**config.mk**
```make
export PLATFORM = sky130hd
export DESIGN_NAME = axis_homing_sequencer
export DESIGN_NICKNAME = d
export VERILOG_FILES = /design/src/hw/axis_homing_sequencer.v /design/src/hw/edge_rise.v /design/src/hw/zero_pass_tracker.v
export VERILOG_INCLUDE_DIRS = /design/src /design/src/hw
export SDC_FILE = /design/constraint.sdc
export NUM_CORES = 1
export LEC_CHECK = 0
export CAP_MARGIN = 0
export CORE_MARGIN = 2
export CORE_UTILIZATION = 33
export DETAILED_ROUTE_END_ITERATION = 7
export DONT_BUFFER_PORTS = 1
export HOLD_SLACK_MARGIN = 0.05
export PLACE_DENSITY = 0.55
export SETUP_SLACK_MARGIN = 0.5
export SLEW_MARGIN = 5
export SYNTH_ARGS = -nofsm -noshare
export SYNTH_HDL_FRONTEND = slang
export SYNTH_HIERARCHICAL = 1
export SYNTH_SLANG_ARGS = --single-unit
```
**constraint.sdc**
```tcl
create_clock -name clock_i -period 2.6 [get_ports clock_i]
set_input_delay 0.26 -clock clock_i [delete_from_list [all_inputs] [get_ports clock_i]]
set_output_delay 0.26 -clock clock_i [all_outputs]
set_load 0.005 [all_outputs]
```
**src/hw/axis_homing_map.vh**
```
`ifndef AXIS_HOMING_MAP_VH
`define AXIS_HOMING_MAP_VH

// homing method codes
`define HM_DATASET1 3'h0
`define HM_DATASET2 3'h1
`define HM_CRADLE 3'h2
`define HM_STOPPER1 3'h3
`define HM_STOPPER2 3'h4
`define HM_WIDTH 3

// minor error codes
`define ERR_NONE 8'h00
`define ERR_DONE_SET 8'h73
`define ERR_RETRY_BAD 8'h74
`define ERR_NO_ZERO 8'h78
`define ERR_WIDTH 8

// speed selections on the motion command
`define SPD_STOP 2'h0
`define SPD_HOME 2'h1
`define SPD_CREEP 2'h2

// position width
`define POS_WIDTH 32

// cycles spent in each deceleration phase
`define DECEL_TIME_NS 1000
`define CLK_PERIOD_NS 20
`define DECEL_CYCLES (`DECEL_TIME_NS / `CLK_PERIOD_NS)

`endif

```
**src/hw/axis_homing_sequencer.v**
```verilog
`timescale 1ns/1ps
`include "axis_homing_map.vh"

module axis_homing_sequencer
(
  input wire clock_i,
  input wire resetn_i,
  input wire start_i,
  input wire [`HM_WIDTH-1:0] method_i,
  input wire home_dir_i,
  input wire [`POS_WIDTH-1:0] home_addr_i,
  input wire retry_en_i,
  input wire abs_support_i,
  input wire error_clear_i,
  input wire amp_power_up_i,
  input wire no_z_phase_opt_i,
  input wire zero_pulse_i,
  input wire dog_i,
  input wire torque_limiting_i,
  input wire in_position_flag_i,
  input wire motion_stopped_i,
  input wire [`POS_WIDTH-1:0] command_pos_i,
  input wire [`POS_WIDTH-1:0] real_pos_i,
  output reg [1:0] speed_sel_o,
  output reg move_dir_o,
  output reg torque_limit_en_o,
  output reg pos_load_o,
  output reg [`POS_WIDTH-1:0] pos_load_value_o,
  output reg [`POS_WIDTH-1:0] home_latch_o,
  output reg busy_o,
  output reg home_done_o,
  output reg [`ERR_WIDTH-1:0] minor_error_o,
  output reg zero_pass_flag_o
);

  localparam [3:0] ST_IDLE = 4'h0;
  localparam [3:0] ST_FWD = 4'h1;
  localparam [3:0] ST_DECEL1 = 4'h2;
  localparam [3:0] ST_REV = 4'h3;
  localparam [3:0] ST_DECEL2 = 4'h4;
  localparam [3:0] ST_CREEP = 4'h5;
  localparam [3:0] ST_PUSH = 4'h6;
  localparam [3:0] ST_SETTLE = 4'h7;
  localparam [3:0] ST_REV_OFF = 4'h8;
  // the count is reckoned as an integer and cut to the counter width on purpose
  localparam integer DECEL_LAST_INT = (`DECEL_CYCLES) - 1;
  localparam [7:0] DECEL_LAST = DECEL_LAST_INT[7:0];

  function is_stopper;
    input [`HM_WIDTH-1:0] m;
    begin
      is_stopper = (m == `HM_STOPPER1) || (m == `HM_STOPPER2);
    end
  endfunction

  function is_dataset;
    input [`HM_WIDTH-1:0] m;
    begin
      is_dataset = (m == `HM_DATASET1) || (m == `HM_DATASET2);
    end
  endfunction

  ////////////////////////////////////////////////////////////////////////////
  wire zero_pass;
  wire dog_rise;
  wire tl_rise;

  zero_pass_tracker u_zero
  (
    .clock_i(clock_i),
    .resetn_i(resetn_i),
    .amp_power_up_i(amp_power_up_i),
    .no_z_phase_opt_i(no_z_phase_opt_i),
    .zero_pulse_i(zero_pulse_i),
    .zero_pass_flag_o(zero_pass)
  );

  edge_rise u_dog
  (
    .clock_i(clock_i),
    .resetn_i(resetn_i),
    .level_i(dog_i),
    .level_o(),
    .rise_o(dog_rise)
  );

  edge_rise u_tl
  (
    .clock_i(clock_i),
    .resetn_i(resetn_i),
    .level_i(torque_limiting_i),
    .level_o(),
    .rise_o(tl_rise)
  );

  ////////////////////////////////////////////////////////////////////////////
  reg [3:0] state_reg;
  reg [3:0] state_next;
  reg [`HM_WIDTH-1:0] method_reg;
  reg dir_reg;
  reg [`POS_WIDTH-1:0] addr_reg;
  reg seen_zero_reg;
  reg seen_zero_next;
  reg [7:0] cnt_reg;
  reg [7:0] cnt_next;
  reg [`POS_WIDTH-1:0] latch_next;
  reg latch_en;
  reg finish;
  reg [1:0] speed_next;
  reg dir_next;
  reg tl_next;
  reg [`ERR_WIDTH-1:0] err_start;

  // start screening, highest priority error first
  always @*
  begin
    err_start = `ERR_NONE;
    // done flag blocks cradle without retry
    if (method_i == `HM_CRADLE && home_done_o && !retry_en_i)
      err_start = `ERR_DONE_SET;
    else if (is_stopper(method_i) && home_done_o)
      err_start = `ERR_DONE_SET;
    else if (method_i == `HM_STOPPER1 && retry_en_i)
      err_start = `ERR_RETRY_BAD;
    // zero pass needed only by data set methods
    else if (is_dataset(method_i) && !zero_pass)
      err_start = `ERR_NO_ZERO;
  end

  always @*
  begin
    state_next = state_reg;
    seen_zero_next = seen_zero_reg | zero_pulse_i;
    cnt_next = cnt_reg;
    latch_next = home_latch_o;
    latch_en = 1'b0;
    finish = 1'b0;
    speed_next = speed_sel_o;
    dir_next = move_dir_o;
    tl_next = torque_limit_en_o;
    case (state_reg)
      ST_IDLE:
      begin
        seen_zero_next = 1'b0;
        if (start_i && !busy_o && err_start == `ERR_NONE)
        begin
          case (method_i)
            `HM_DATASET1:
            begin
              // command position taken, no motion, dog ignored
              latch_next = command_pos_i;
              latch_en = 1'b1;
              state_next = ST_SETTLE;
            end
            `HM_DATASET2:
            begin
              latch_next = real_pos_i;
              latch_en = 1'b1;
              state_next = ST_SETTLE;
            end
            `HM_CRADLE:
            begin
              if (dog_i)
              begin
                // start on dog: back off first
                speed_next = `SPD_HOME;
                dir_next = ~home_dir_i;
                state_next = ST_REV_OFF;
              end
              else
              begin
                speed_next = `SPD_HOME;
                dir_next = home_dir_i;
                state_next = ST_FWD;
              end
            end
            `HM_STOPPER1:
            begin
              dir_next = home_dir_i;
              if (dog_i)
              begin
                speed_next = `SPD_CREEP;
                tl_next = 1'b1;
                state_next = ST_PUSH;
              end
              else
              begin
                speed_next = `SPD_HOME;
                state_next = ST_FWD;
              end
            end
            default:
            begin
              // creep and torque limit from the start
              dir_next = home_dir_i;
              speed_next = `SPD_CREEP;
              tl_next = 1'b1;
              state_next = ST_PUSH;
            end
          endcase
        end
      end
      ST_FWD:
      begin
        if (dog_rise)
        begin
          cnt_next = 8'h00;
          if (method_reg == `HM_STOPPER1)
          begin
            // creep and torque limit after the dog edge
            speed_next = `SPD_CREEP;
            tl_next = 1'b1;
            state_next = ST_PUSH;
          end
          else
          begin
            speed_next = `SPD_STOP;
            state_next = ST_DECEL1;
          end
        end
      end
      ST_DECEL1:
      begin
        if (motion_stopped_i && cnt_reg >= DECEL_LAST)
        begin
          speed_next = `SPD_HOME;
          dir_next = ~dir_reg;
          seen_zero_next = 1'b0;
          state_next = ST_REV;
        end
        else if (cnt_reg < DECEL_LAST)
          cnt_next = cnt_reg + 8'h01;
      end
      ST_REV:
      begin
        // stop only once dog released and a zero pulse seen
        if (!dog_i && (seen_zero_reg || zero_pulse_i))
        begin
          speed_next = `SPD_STOP;
          cnt_next = 8'h00;
          state_next = ST_DECEL2;
        end
      end
      ST_REV_OFF:
      begin
        if (!dog_i)
        begin
          speed_next = `SPD_STOP;
          cnt_next = 8'h00;
          state_next = ST_DECEL2;
        end
      end
      ST_DECEL2:
      begin
        if (motion_stopped_i && cnt_reg >= DECEL_LAST)
        begin
          speed_next = `SPD_CREEP;
          dir_next = dir_reg;
          seen_zero_next = 1'b0;
          state_next = ST_CREEP;
        end
        else if (cnt_reg < DECEL_LAST)
          cnt_next = cnt_reg + 8'h01;
      end
      ST_CREEP:
      begin
        // first zero after dog comes on again
        if (zero_pulse_i && (dog_i || seen_zero_reg))
        begin
          latch_next = real_pos_i;
          latch_en = 1'b1;
          speed_next = `SPD_STOP;
          state_next = ST_SETTLE;
        end
        else
          seen_zero_next = seen_zero_reg | dog_i;
      end
      ST_PUSH:
      begin
        // torque-limit rising edge marks the stopper
        if (tl_rise)
        begin
          latch_next = real_pos_i;
          latch_en = 1'b1;
          speed_next = `SPD_STOP;
          state_next = ST_SETTLE;
        end
      end
      ST_SETTLE:
      begin
        if (in_position_flag_i)
        begin
          finish = 1'b1;
          tl_next = 1'b0;
          state_next = ST_IDLE;
        end
      end
      default:
      begin
        speed_next = `SPD_STOP;
        state_next = ST_IDLE;
      end
    endcase
  end

  ////////////////////////////////////////////////////////////////////////////
  always @(posedge clock_i or negedge resetn_i)
  begin
    if (!resetn_i)
    begin
      state_reg <= ST_IDLE;
      method_reg <= `HM_DATASET1;
      dir_reg <= 1'b0;
      addr_reg <= {`POS_WIDTH{1'b0}};
      seen_zero_reg <= 1'b0;
      cnt_reg <= 8'h00;
      speed_sel_o <= `SPD_STOP;
      move_dir_o <= 1'b0;
      torque_limit_en_o <= 1'b0;
      pos_load_o <= 1'b0;
      pos_load_value_o <= {`POS_WIDTH{1'b0}};
      home_latch_o <= {`POS_WIDTH{1'b0}};
      busy_o <= 1'b0;
      home_done_o <= 1'b0;
      minor_error_o <= `ERR_NONE;
      zero_pass_flag_o <= 1'b0;
    end
    else
    begin
      state_reg <= state_next;
      seen_zero_reg <= seen_zero_next;
      cnt_reg <= cnt_next;
      speed_sel_o <= speed_next;
      move_dir_o <= dir_next;
      torque_limit_en_o <= tl_next;
      zero_pass_flag_o <= zero_pass;
      busy_o <= (state_next != ST_IDLE);
      if (latch_en)
        home_latch_o <= latch_next;
      if (state_reg == ST_IDLE && start_i && !busy_o)
      begin
        method_reg <= method_i;
        dir_reg <= home_dir_i;
        addr_reg <= home_addr_i;
        // refused start leaves motion untouched and reports why
        if (err_start != `ERR_NONE)
          minor_error_o <= err_start;
        else
          home_done_o <= 1'b0;
      end
      else if (error_clear_i)
        minor_error_o <= `ERR_NONE;
      pos_load_o <= finish;
      if (finish)
      begin
        pos_load_value_o <= addr_reg;
        home_done_o <= 1'b1;
      end
    end
  end

endmodule // axis_homing_sequencer

```
**src/hw/edge_rise.v**
```verilog
`timescale 1ns/1ps
`include "axis_homing_map.vh"

module edge_rise
(
  input wire clock_i,
  input wire resetn_i,
  input wire level_i,
  output wire level_o,
  output wire rise_o
);

  reg level_reg;

  always @(posedge clock_i or negedge resetn_i)
  begin
    if (!resetn_i)
      level_reg <= 1'b0;
    else
      level_reg <= level_i;
  end

  assign level_o = level_reg;
  assign rise_o = level_i & ~level_reg;

endmodule // edge_rise

```
**src/hw/zero_pass_tracker.v**
```verilog
`timescale 1ns/1ps
`include "axis_homing_map.vh"

module zero_pass_tracker
(
  input wire clock_i,
  input wire resetn_i,
  input wire amp_power_up_i,
  input wire no_z_phase_opt_i,
  input wire zero_pulse_i,
  output reg zero_pass_flag_o
);

  // sticky since amplifier power-up; power-up itself clears it unless the option waives it or a zero pulse comes in the same cycle
  always @(posedge clock_i or negedge resetn_i)
  begin
    if (!resetn_i)
      zero_pass_flag_o <= 1'b0;
    else if (zero_pulse_i)
      zero_pass_flag_o <= 1'b1;
    else if (amp_power_up_i)
      zero_pass_flag_o <= no_z_phase_opt_i;
  end

endmodule // zero_pass_tracker

```
Yosys cells after proc, flatten, opt, wreduce, memory -nomap -nowiden. Index checks and enable logic that the tools add are counted.

Bits in registers: 132. Input port bits: 113. Output and inout bits: 80.

Add/sub/neg operators: 1. Magnitude comparators: 2. Eq/ne operators: 31. Mux-type cells: 72. Bitwise logic cells: 9. Reduce and logical (&&, ||, !) cells: 42.

Operators by type and width (count): 32-bit two-way mux (3); 32-bit case mux with 3 select lines (1); 8-bit two-way mux (8); 32-bit case mux with 2 select lines (1); 4-bit two-way mux (10); 4-bit case mux with 9 select lines (1); 8-bit case mux with 4 select lines (1); 7-bit two-way mux (4); 2-bit inequality test, second input constant (14); 1-bit two-way mux (22); 2-bit two-way mux (10); 2-bit case mux with 9 select lines (1); 4-bit by 3-bit equality test with 1-bit output, second input constant (4); 1-bit logical AND (12); 1-bit case mux with 3 select lines (4); 4-bit case mux with 3 select lines (1); 6-bit AND reduction (2); 10-bit AND reduction (1); 3-bit by 2-bit equality test with 1-bit output, second input constant (3); 3-bit nonzero test (3); 8-bit by 1-bit adder with 8-bit output, second input constant (1); 4-bit by 2-bit equality test with 1-bit output, second input constant (2); 8-bit by 6-bit >= comparator with 1-bit output, second input constant (1); 8-bit logical NOT (1); other kinds (25) (46).

Logic depth before layout (Yosys ltp). Gate-level depths: netlist of run 1.

Depth after elaboration: 12. Depth in mapped cells: 7.

Cells and area by module. Netlist of run 1, hierarchy kept.

By module, submodules not included: axis_homing_sequencer (instances 1, cells each 551, area an instance 5745.5 um2, seq. area each 3128.0 um2); edge_rise (instances 2, cells each 2, area an instance 38.8 um2, seq. area each 25.0 um2); zero_pass_tracker (instances 1, cells each 3, area an instance 40.0 um2, seq. area each 25.0 um2).

Worst setup path after synthesis of run 1. Ideal clock, no wire load.

Path type: register to register. Start point: reg cnt_reg[0]. End point: reg busy_o. Data arrival time: 1.948 ns. Data required time: 2.461 ns. Setup slack: 0.514 ns. Cell stages (with the launch flop): 8. Path buffers: 0. Period minus slack after synthesis: 2.086 ns. Cell sequence: dfrtp_1 > inv_1 > ha_1 > or3b_4 > o211ai_4 > nor2_2 > a211o_1 > or4_1.

Word-level cells in the longest chain between the ends: 5.

Ends and longest elaborated chain: start: declaration (RTL line axis_homing_sequencer.v:104) `reg [7:0] cnt_reg;`; start signal: assignment (RTL line axis_homing_sequencer.v:332) `cnt_reg <= cnt_next;`; 8-bit by 6-bit >= comparator with 1-bit output (*) (RTL line axis_homing_sequencer.v:224, axis_homing_sequencer.v:255); 1-bit logical AND (*) (RTL line axis_homing_sequencer.v:224, axis_homing_sequencer.v:255); 4-bit two-way mux (on tied branches) (RTL line axis_homing_sequencer.v:255, axis_homing_sequencer.v:224); 4-bit case mux with 9 select lines (*) (RTL line axis_homing_sequencer.v:141) `case (state_reg)`; net state_next[0] (RTL line axis_homing_sequencer.v:98) `reg [3:0] state_next;`; 4-bit nonzero test (*) (RTL line axis_homing_sequencer.v:337) `busy_o <= (state_next != ST_IDLE);`; end signal: assignment (RTL line axis_homing_sequencer.v:337); end: declaration (RTL line axis_homing_sequencer.v:30) `output reg busy_o,`.

Mark *: on every way through the listed nets, which the timed path passes. The rest lies on a longest branch. A chain may end at the register's enable or synchronous reset.

Final worst setup path of run 1. Ends and elaborated chain as after synthesis.

==> results of run 1 <==
[layout make-up]
cell class                      count  area, um^2
Inverter                            7        26.3
Clock buffer                       17         425
Clock inverter                     12         116
Sequential cell                   128        3210
Timing Repair Buffer               83         832
Antenna cell                        1        2.50
Tap cell                          225         282
Multi-Input combinational cell    386        2540
Fill cell                        1665        9930
[placed cells by master, fill, tap and decap left out, types with 3 or more instances in the layout]
| cell | n |
|---|---|
| inv_2 | 3 |
| buf_12 | 3 |
| nand3b_1 | 4 |
| nor3_1 | 3 |
| o211ai_1 | 3 |
| o21ai_1 | 32 |
| a21oi_1 | 10 |
| dlygate4sd3_1 | 67 |
| a211o_1 | 3 |
| buf_4 | 12 |
| nand3_1 | 6 |
| a31oi_1 | 3 |
| dfrtp_1 | 124 |
| clkinvlp_4 | 5 |
| a211oi_1 | 3 |
| nor2b_1 | 3 |
| mux2i_1 | 35 |
| and2_1 | 5 |
| o21a_1 | 3 |
| o21ai_0 | 44 |
| o22ai_1 | 3 |
| xor2_1 | 4 |
| dfrtp_2 | 4 |
| clkbuf_16 | 17 |
| nand2_1 | 115 |
| clkinv_4 | 4 |
| nor2_1 | 13 |
| mux2_2 | 32 |
| inv_1 | 4 |
[stage by stage]
stage	std cells	util, %
6_report	859	42.8
5_1_grt	858	42.8
4_1_cts	854	42.3
3_5_place_dp	757	35.2
3_3_place_gp	757	35.2
2_1_floorplan	558	-
[power by group through the flow]
stage          Combinational, mW  Sequential (mW)  Clock (mW)
3_3_place_gp                2.43             3.56           0
6_report                    2.75             3.57        2.17
2_1_floorplan               2.01             3.34           0
4_1_cts                     2.64             3.58        2.23
3_5_place_dp                2.54             3.60           0
5_1_grt                     3.07             3.69        2.34
[cell families after synthesis]
kind of cell / synth area share [%]
buffers and inverters: 3.58
other: 0.0640
XOR/XNOR: 0.747
multiplexers: 12.5
AND/OR/NAND/NOR: 14.4
flip-flops: 54.6
adder cells (fa/ha/maj): 0.640
AO/OA/AOI/OAI: 13.4
[worst min-delay path by stage]
stage          slack, ns              endpoint  startpoint  depth (start not counted)
6_report           -0.45          addr_reg[20]    resetn_i                          0
5_1_grt            -0.49          addr_reg[20]    resetn_i                          0
4_1_cts            -0.47  pos_load_value_o[16]    resetn_i                          0
3_5_place_dp       -0.03          addr_reg[20]    resetn_i                          0
3_3_place_gp       -0.03          addr_reg[20]    resetn_i                          0
2_1_floorplan      -0.04           addr_reg[0]    resetn_i                          0
[what timing repair did]
action | in CTS | in global routing
hold buffers | 65 | 2
buffers inserted | 3 | 2
setup endpoints to repair | 42 | 42
resized for setup | 2 | 21
endpoints found under the hold margin | 183 | 130
pin swaps | 2 | 8
[critical path, stage by stage, from the launching register on]
cell	delay (ns)
dfrtp_2	0.44
inv_2	0.08
ha_4	0.11
or3b_4	0.39
o211ai_4	0.23
nor2_2	0.06
a211o_1	0.24
or4_1	0.42
[metal layers]
layer	global-route usage, %	wire (um)	vias to the layer above
met4	6.19	315	0
met3	5.33	921	21
met1	20.5	6390	2207
met2	25.4	7610	117
li1	-	-	2068
met5	0	0	-
==> results.json, run 1 <==
{
  "status": "finished with violations",
  "violations": "hold timing",
  "pwr-share-seq_pct": 42.1,
  "power_frac_comb_pct": 32.4,
  "ys_warn_count": 6,
  "yosysTopAreaCell": "dfrtp_1",
  "crit_type": "flip-flop to flip-flop",
  "htreeDepth": 4,
  "relSlewSlack_pct": 54.4,
  "pre_cts_slack_ns": 0.355,
  "r2r_start": "cnt_reg[0]",
  "clock_path_buffers": 2,
  "ys_async_sr_fraction_pct": 100,
  "synth_top_area_share_pct": 54.6,
  "ctsRootBufferMaster": "clkbuf_16",
  "via_count": 4413,
  "ys_types": 64,
  "final_area_um2": 7430,
  "pwr-share-clk_pct": 25.6,
  "portBuffers": 0,
  "antenna_found_initial": 0,
  "cp-start-kind": "flip-flop",
  "r2r-end": "busy_o",
  "hp-class": "primary input to async pin",
  "critPathRequiredTime_ns": 2.87,
  "syn_nets": 674,
  "cts_buffers": 17,
  "worst_clock_skew_ns": 0.00771,
  "syn_area_um2": 5860,
  "via_per_inst": 5.14,
  "maxSlewViolCount": 0,
  "hold_violations": 128,
  "cp-startpoint": "cnt_reg[0]",
  "track_usage_pct": 16.1,
  "clock-sinks": 128,
  "insertion_delay_ns": 0.40,
  "cp.arrival_ns": 2.37,
  "gp_congestion": 0.836,
  "synthFlopType": "dfrtp_1",
  "wire_per_inst_um": 17.7,
  "maxCapViolations": 0,
  "synth_edf_count": 0,
  "leakagePower_nw": 3.44,
  "synth_area_leaders": "dfrtp_1 55%, nand2_1 7.4%, mux2_2 6.5%",
  "power.switching_mw": 3.02,
  "ant_nets": 0,
  "min_period_ns": 2.10,
  "setup_viol": 0,
  "p_sw_share_pct": 35.6,
  "tns_ns": 0,
  "synth_common_cells": "128 x dfrtp_1, 115 x nand2_1, 46 x o21ai_0",
  "area_growth_pct": 26.7,
  "rows": 48,
  "reg2reg_depth": 7,
  "rsz0062_at_grt": "true",
  "ys_seq_elements": 128,
  "cts_tree": "yes",
  "nets": 739,
  "core_um2": 17400,
  "die_y_um": 137,
  "critPathCapture": "busy_o",
  "path_clk_slew_ns": 0.06,
  "drc_errors": 0,
  "drt_iter0_drc": 223,
  "p_total_mw": 8.49,
  "fin_hold_ws_ns": -0.452,
  "placed_area_um2": 6110,
  "yosysMostFrequentCell": "dfrtp_1",
  "final_layout_size_suffix_gt1_share_pct": 18.2,
  "clock.fmax_mhz": 476,
  "p_int_mw": 5.46,
  "overflow": 0,
  "peakVddDrop_uv": 488,
  "grt_pass1_vias": 4509,
  "ys_seq_area_share_pct": 54.6,
  "rrSetupSlack_ns": 0.50,
  "fin_ws_ns": 0.498,
  "initial_core_util_pct": 33.8,
  "die_w_um": 137,
  "wirelength_um": 15200,
  "first_pass_iters": 5,
  "cp-end-kind": "flip-flop",
  "min_period_over_period_pct": 80.8,
  "syn_inst": 558,
  "hpwl_um": 9850,
  "grt_max_degree": 129,
  "syn_avg_cell_area_um2": 10.5,
  "crit_fanout": 6,
  "io_pins": 193,
  "grt_pass1_wl_um": 23400,
  "die_area_um2": 18800,
  "powerDensity_nw_per_um2": 1140,
  "tightest_slew_ns": 0.681
}
Power figures use the tool's default switching activity.
==> run 2: changes to the inputs <==
--- a/config.mk
+++ b/config.mk
@@ -6,6 +6,7 @@
 export SDC_FILE = /design/constraint.sdc
 export NUM_CORES = 1
 export LEC_CHECK = 0
+export ABC_AREA = 1
 export CAP_MARGIN = 0
 export CORE_MARGIN = 2
 export CORE_UTILIZATION = 33
==> constraint.sdc (replaced) <==
create_clock -name clock_i -period 2.1 [get_ports clock_i]
set_input_delay 0.21 -clock clock_i [delete_from_list [all_inputs] [get_ports clock_i]]
set_output_delay 0.21 -clock clock_i [all_outputs]
set_load 0.005 [all_outputs]
==> run 2 against run 1 <==
Against the previous run: non-clock buffer count grew 76; the run still ends with hold timing left; synthesized cell count grew 38%; setup slack worse by 0.21 ns; routed wire length up 26%; final cell count is 35% higher; fmax rose by 16%; highest routed layer unchanged.
==> results.json, run 2 <==
{
  "fillCellCount": 1645,
  "rows": 49,
  "clock_path_buffers": 2,
  "grt_max_degree": 129,
  "r2r-end": "home_latch_o[5]",
  "ys_warn_count": 6,
  "syn_nets": 885,
  "p_sw_share_pct": 37.8,
  "num_antenna_cells": 0,
  "min_period_over_period_pct": 86.4,
  "crit_type": "flip-flop to flip-flop",
  "cp-end-kind": "flip-flop",
  "synth_top_area_share_pct": 53.4,
  "die_y_um": 139,
  "synthFlopType": "dfrtp_1",
  "relSlewSlack_pct": 58.9,
  "yosysTopAreaCell": "dfrtp_1",
  "ys_types": 29,
  "wirelength_um": 19300,
  "cts_tree": "yes",
  "via_count": 5606,
  "ctsRootBufferMaster": "clkbuf_16",
  "pwr-share-clk_pct": 24.8,
  "final_cell_mix": "277 x nand2_1, 126 x dfrtp_1, 93 x dlygate4sd3_1",
  "worst_clock_skew_ns": 0.00573,
  "peakVddDrop_uv": 723,
  "post-route-util_pct": 50.0,
  "area_growth_pct": 49.4,
  "nets": 1033,
  "power.switching_mw": 4.48,
  "reg2reg_depth": 11,
  "via_per_inst": 4.84,
  "crit_fanout": 8,
  "clock.fmax_mhz": 551,
  "met3WireLength_um": 1060,
  "critPathRequiredTime_ns": 2.43,
  "synth_area_leaders": "dfrtp_1 53%, nand2_1 19%, o21ai_0 5.0%",
  "ys_async_sr_fraction_pct": 100,
  "rsz0062_at_grt": "true",
  "portBuffers": 0,
  "syn_area_um2": 5990,
  "grt_pass1_vias": 5525,
  "yosysMostFrequentCell": "nand2_1",
  "routed.top_layer": "met4",
  "cp-start-kind": "flip-flop",
  "p_int_mw": 7.37,
  "ys_seq_area_share_pct": 53.4,
  "status": "finished with violations",
  "insertion_delay_ns": 0.41,
  "syn_inst": 769,
  "initial_core_util_pct": 33.5,
  "cp.arrival_ns": 2.15,
  "wl_met1_um": 8390,
  "drt_iter0_drc": 295,
  "final_layout_size_suffix_gt1_share_pct": 22.5,
  "maxSlewViolCount": 0,
  "tightest_slew_ns": 0.613,
  "powerDensity_nw_per_um2": 1320,
  "clock-sinks": 128,
  "first_pass_iters": 5,
  "placed_area_um2": 6230,
  "rrSetupSlack_ns": 0.29,
  "htreeDepth": 4,
  "maxCapViolations": 0,
  "path_clk_slew_ns": 0.06,
  "core_um2": 17900,
  "setup_viol": 0,
  "fin_hold_ws_ns": -0.515,
  "wl_met2_um": 9430,
  "hp-class": "primary input to async pin",
  "die_w_um": 139,
  "track_usage_pct": 18.9,
  "final_area_um2": 8950,
  "synth_edf_count": 0,
  "ys_seq_elements": 128,
  "grt_pass1_wl_um": 29100,
  "antenna_found_initial": 0,
  "min_period_ns": 1.81,
  "layout_commonest_cell": "nand2_1",
  "syn_avg_cell_area_um2": 7.80,
  "ant_nets": 0,
  "io_pins": 193,
  "die_area_um2": 19300,
  "holdBufCountCts": 93,
  "violations": "hold timing",
  "cts_buffers": 17,
  "hold_violations": 128,
  "overflow": 0,
  "drc_errors": 0,
  "hpwl_um": 10400,
  "gp_congestion": 0.880,
  "leakagePower_nw": 4.48,
  "pwr-share-seq_pct": 35.6,
  "synth_common_cells": "308 x nand2_1, 128 x dfrtp_1, 74 x inv_1",
  "r2r_start": "state_reg[3]",
  "power_frac_comb_pct": 39.5,
  "wire_per_inst_um": 16.6,
  "p_total_mw": 11.8
}
-- run 2: cell count changes after synthesis, moves of 15 or more --
cell and delta:
nand2_1 +193, inv_1 +68, mux2i_1 -35, mux2_2 -34
o21ai_1 +22, nand3_1 +19, nor2_1 +15
-- run 2: timing repair --
item                                    CTS  global route
setup buffers                            28            12
hold endpoints to repair                203           128
resized for setup                        92            65
pin swaps                                11            14
endpoints found under the setup margin  121           121
gates cloned                              9             6
-- run 2: metal layers --
metal  track usage, %  vias up
li1                 -     2712
met1             24.0     2671
met2             31.3      185
met3             5.63       38
met4             5.95        0
met5                0        -
-- run 2: through the flow --
stage               setup TNS (ns)  hold WS (ns)  setup WS [ns]  std cells
floorplan                        0       -0.0856          0.501        769
global placement                 0       -0.0831         0.0122        979
detailed placement          -0.680       -0.0831        -0.0752        979
CTS                              0        -0.527          0.378       1141
global route                     0        -0.536          0.217       1159
finish                           0        -0.515          0.285       1159
-- run 2: power groups by stage --
stage / Combinational [mW] / Clock (mW) / Sequential [mW]
finish: 4.68 / 2.94 / 4.22
global route: 5.19 / 3.12 / 4.34
CTS: 4.05 / 3.00 / 4.22
detailed placement: 2.79 / 0 / 4.25
global placement: 2.74 / 0 / 4.23
floorplan: 2.21 / 0 / 4.02
-- run 2: worst max-delay path, stage by stage (launching register included) --
cell and delay [ns]:
dfrtp_1 0.43, inv_2 0.10, nand2_4 0.06, nor2_4 0.12, inv_2 0.05, or2_1 0.21, nand3_1 0.07, and2_4 0.19
buf_6 0.14, buf_12 0.15, nand2_1 0.11, o21ai_2 0.10
-- run 2: cell families (layout without fill, tap and decap cells) --
family | Yosys count | in the layout | share of synthesized area (%)
simple gates | 397 | 398 | 27.1
buf+inv | 117 | 277 | 8.22
other cells | 1 | 1 | 0.0626
fa+ha+maj | 3 | 3 | 0.626
xor+xnor | 4 | 4 | 0.585
flops | 128 | 128 | 53.4
compound gates | 119 | 119 | 10.0
-- run 2: how the worst max path moves through the flow --
stage | from | to | cells past startpoint | slack (ns)
5_1_grt | state_reg[3] | home_latch_o[5] | 11 | 0.22
3_5_place_dp | state_reg[3] | home_latch_o[22] | 10 | -0.08
4_1_cts | state_reg[1] | home_latch_o[21] | 11 | 0.38
6_report | state_reg[3] | home_latch_o[5] | 11 | 0.29
2_1_floorplan | state_reg[3] | home_latch_o[0] | 10 | 0.50
3_3_place_gp | state_reg[3] | home_latch_o[27] | 10 | 0.01
-- run 2: final cells by class --
class / instances / area [um^2] / area share [%]
clock inverters: 15 / 161 / 1.80
inverters: 84 / 354 / 3.95
multi-input cells: 525 / 2700 / 30.2
repair buffers: 159 / 1800 / 20.1
flip-flops and latches: 128 / 3210 / 35.8
well taps: 229 / 287 / 3.20
clock buffers: 17 / 425 / 4.75
repair inverters: 2 / 20.0 / 0.224
==> run 3: changes to the inputs <==
--- a/config.mk
+++ b/config.mk
@@ -9,11 +9,11 @@
 export ABC_AREA = 1
 export CAP_MARGIN = 0
 export CORE_MARGIN = 2
-export CORE_UTILIZATION = 33
+export CORE_UTILIZATION = 50
 export DETAILED_ROUTE_END_ITERATION = 7
 export DONT_BUFFER_PORTS = 1
 export HOLD_SLACK_MARGIN = 0.05
-export PLACE_DENSITY = 0.55
+export PLACE_DENSITY = 0.73
 export SETUP_SLACK_MARGIN = 0.5
 export SLEW_MARGIN = 5
 export SYNTH_ARGS = -nofsm -noshare
==> run 3 against run 2 <==
Against the previous run: the run still ends with hold timing left; total power down 1.5%; clock power down 5%; global-route usage up 10 points; via count up 5.7%; critical endpoint is now home_latch_o[28]; sequential cell count unchanged; highest routed layer unchanged; non-clock buffer count down 24; sequential share of layout area up 1.7 points.
==> results.json, run 3 (synthesis results as in run 2) <==
{
  "fillCellCount": 756,
  "final_cell_mix": "280 x nand2_1, 124 x dfrtp_1, 81 x dlygate4sd3_1",
  "drc_errors": 0,
  "via_count": 5928,
  "ant_nets": 0,
  "htreeDepth": 4,
  "cp-start-kind": "flip-flop",
  "io_pins": 193,
  "die_y_um": 113,
  "powerDensity_nw_per_um2": 1360,
  "hold_violations": 128,
  "rows": 39,
  "area_growth_pct": 42.7,
  "insertion_delay_ns": 0.41,
  "overflow": 0,
  "pre_cts_slack_ns": -0.0868,
  "crit_fanout": 8,
  "maxSlewViolCount": 0,
  "num_antenna_cells": 0,
  "cp.arrival_ns": 2.10,
  "setup_viol": 0,
  "grt_pass1_wl_um": 29100,
  "power_frac_comb_pct": 39.4,
  "hpwl_um": 9980,
  "clock_path_buffers": 2,
  "status": "finished with violations",
  "fin_ws_ns": 0.294,
  "register_area_um2": 3210,
  "first_pass_iters": 5,
  "tightest_slew_ns": 0.691,
  "antenna_found_initial": 0,
  "worst_clock_skew_ns": 0.00799,
  "cts_tree": "yes",
  "pwr-share-clk_pct": 23.8,
  "min_period_ns": 1.81,
  "pwr-share-seq_pct": 36.8,
  "fin_hold_ws_ns": -0.509,
  "clock-sinks": 128,
  "p_int_mw": 7.14,
  "slowest_delay_ns": 0.45,
  "drt_iter0_drc": 598,
  "layout_commonest_cell": "nand2_1",
  "worst_path_dominant_cell_family": "simple AND/OR/NAND/NOR gates",
  "grt_max_degree": 129,
  "stdcell_count": 1050,
  "p_sw_share_pct": 38.8,
  "final_layout_size_suffix_gt1_share_pct": 21.9,
  "p_total_mw": 11.7,
  "die_area_um2": 12900,
  "track_usage_pct": 29.2,
  "violations": "hold timing",
  "cp.depth": 11,
  "die_w_um": 113,
  "final_area_um2": 8550,
  "reg2reg_depth": 11,
  "wirelength_um": 20000,
  "leakagePower_nw": 4.29,
  "cts_buffers": 17,
  "wire_per_inst_um": 19.1,
  "min_period_over_period_pct": 86.0,
  "path_clk_slew_ns": 0.06,
  "dpl.cell_count": 891,
  "critPathRequiredTime_ns": 2.40,
  "core_um2": 11600,
  "peakVddDrop_uv": 658,
  "cp-end-kind": "flip-flop",
  "multi_input_area_um2": 2680,
  "path_buf_inv": 5,
  "clock.fmax_mhz": 554,
  "ctsRootBufferMaster": "clkbuf_16",
  "maxCapViolations": 0,
  "nets": 1010,
  "portBuffers": 0,
  "gp_congestion": 0.936,
  "rsz0062_at_grt": "true",
  "slowest_stage": "dfrtp_2",
  "relSlewSlack_pct": 53.7,
  "crit_type": "flip-flop to flip-flop",
  "hp-class": "primary input to async pin",
  "grt_pass1_vias": 5952,
  "initial_core_util_pct": 51.8,
  "via_per_inst": 5.65,
  "critical_path.cell_chain": "inv_2 -> nand2_4 -> nor2_4 -> inv_2 -> or2_1 -> nand3_1 -> and2_4 -> buf_6 -> buf_6 -> buf_16 -> o21ai_1",
  "placed_area_um2": 6120,
  "holdBufCountCts": 81,
  "power.switching_mw": 4.53
}
==> run 3: cell type report <==
| cell class | count | area share, % |
|---|---|---|
| sequential | 128 | 37.5 |
| timing repair inverter | 2 | 0.205 |
| clock buffer | 20 | 5.34 |
| clock inverter | 12 | 1.32 |
| tap | 143 | 2.09 |
| multi-input combinational | 526 | 31.3 |
| inverter | 84 | 4.14 |
| timing repair buffer | 135 | 18.1 |
==> run 3: through the flow <==
stage / TNS (ns) / util [%]
floorplan: 0 / -
global route: 0 / 74.0
global placement: 0 / 52.9
finish: 0 / 74.0
detailed placement: -1.80 / 52.9
CTS: 0 / 70.2
==> run 3: layer usage <==
layer / up-vias / wire [um] / GRT usage, %
met3: 70 / 1600 / 8.40
met4: 0 / 713 / 13.6
met2: 348 / 10300 / 51.3
met1: 2840 / 7420 / 32.9
li1: 2670 / - / -
met5: - / 0 / 0
==> run 3: worst paths after layout <==
check / startpoint / end / slack [ns]
worst max-delay path: state_reg[3] / home_latch_o[28] / 0.29
worst min-delay path: resetn_i / pos_load_value_o[6] / -0.51
worst max register to register: state_reg[3] / home_latch_o[28] / 0.29
worst min register to register: u_zero/zero_pass_flag_o / zero_pass_flag_o / 0.43
max in group asynchronous: resetn_i / home_latch_o[27] / 2.44
min in group clock_i: real_pos_i[25] / home_latch_o[25] / 0.05
==> run 3: timing repair <==
item | 4_1_cts | 5_1_grt
setup buffers | 20 | 12
cloned | 8 | 6
setup endpoints to repair | 120 | 121
resized for setup | 75 | 79
pin swaps | 4 | 13
endpoints found under the hold margin | 203 | 128
==> run 3: power by group through the flow <==
stage          registers (mW)  logic (mW)  clock network, mW
2_1_floorplan            4.02        2.21                  0
3_3_place_gp             4.21        2.63                  0
6_report                 4.30        4.60               2.78
5_1_grt                  4.38        5.02               2.94
4_1_cts                  4.23        3.79               2.81
3_5_place_dp             4.25        2.75                  0
==> run 3: worst reg2reg max path, cell delays in order, from the launching register on <==
cell     delay (ns)
dfrtp_2        0.45
inv_2          0.10
nand2_4        0.06
nor2_4         0.10
inv_2          0.04
or2_1          0.21
nand3_1        0.08
and2_4         0.21
buf_6          0.11
buf_6          0.12
buf_16         0.14
o21ai_1        0.06
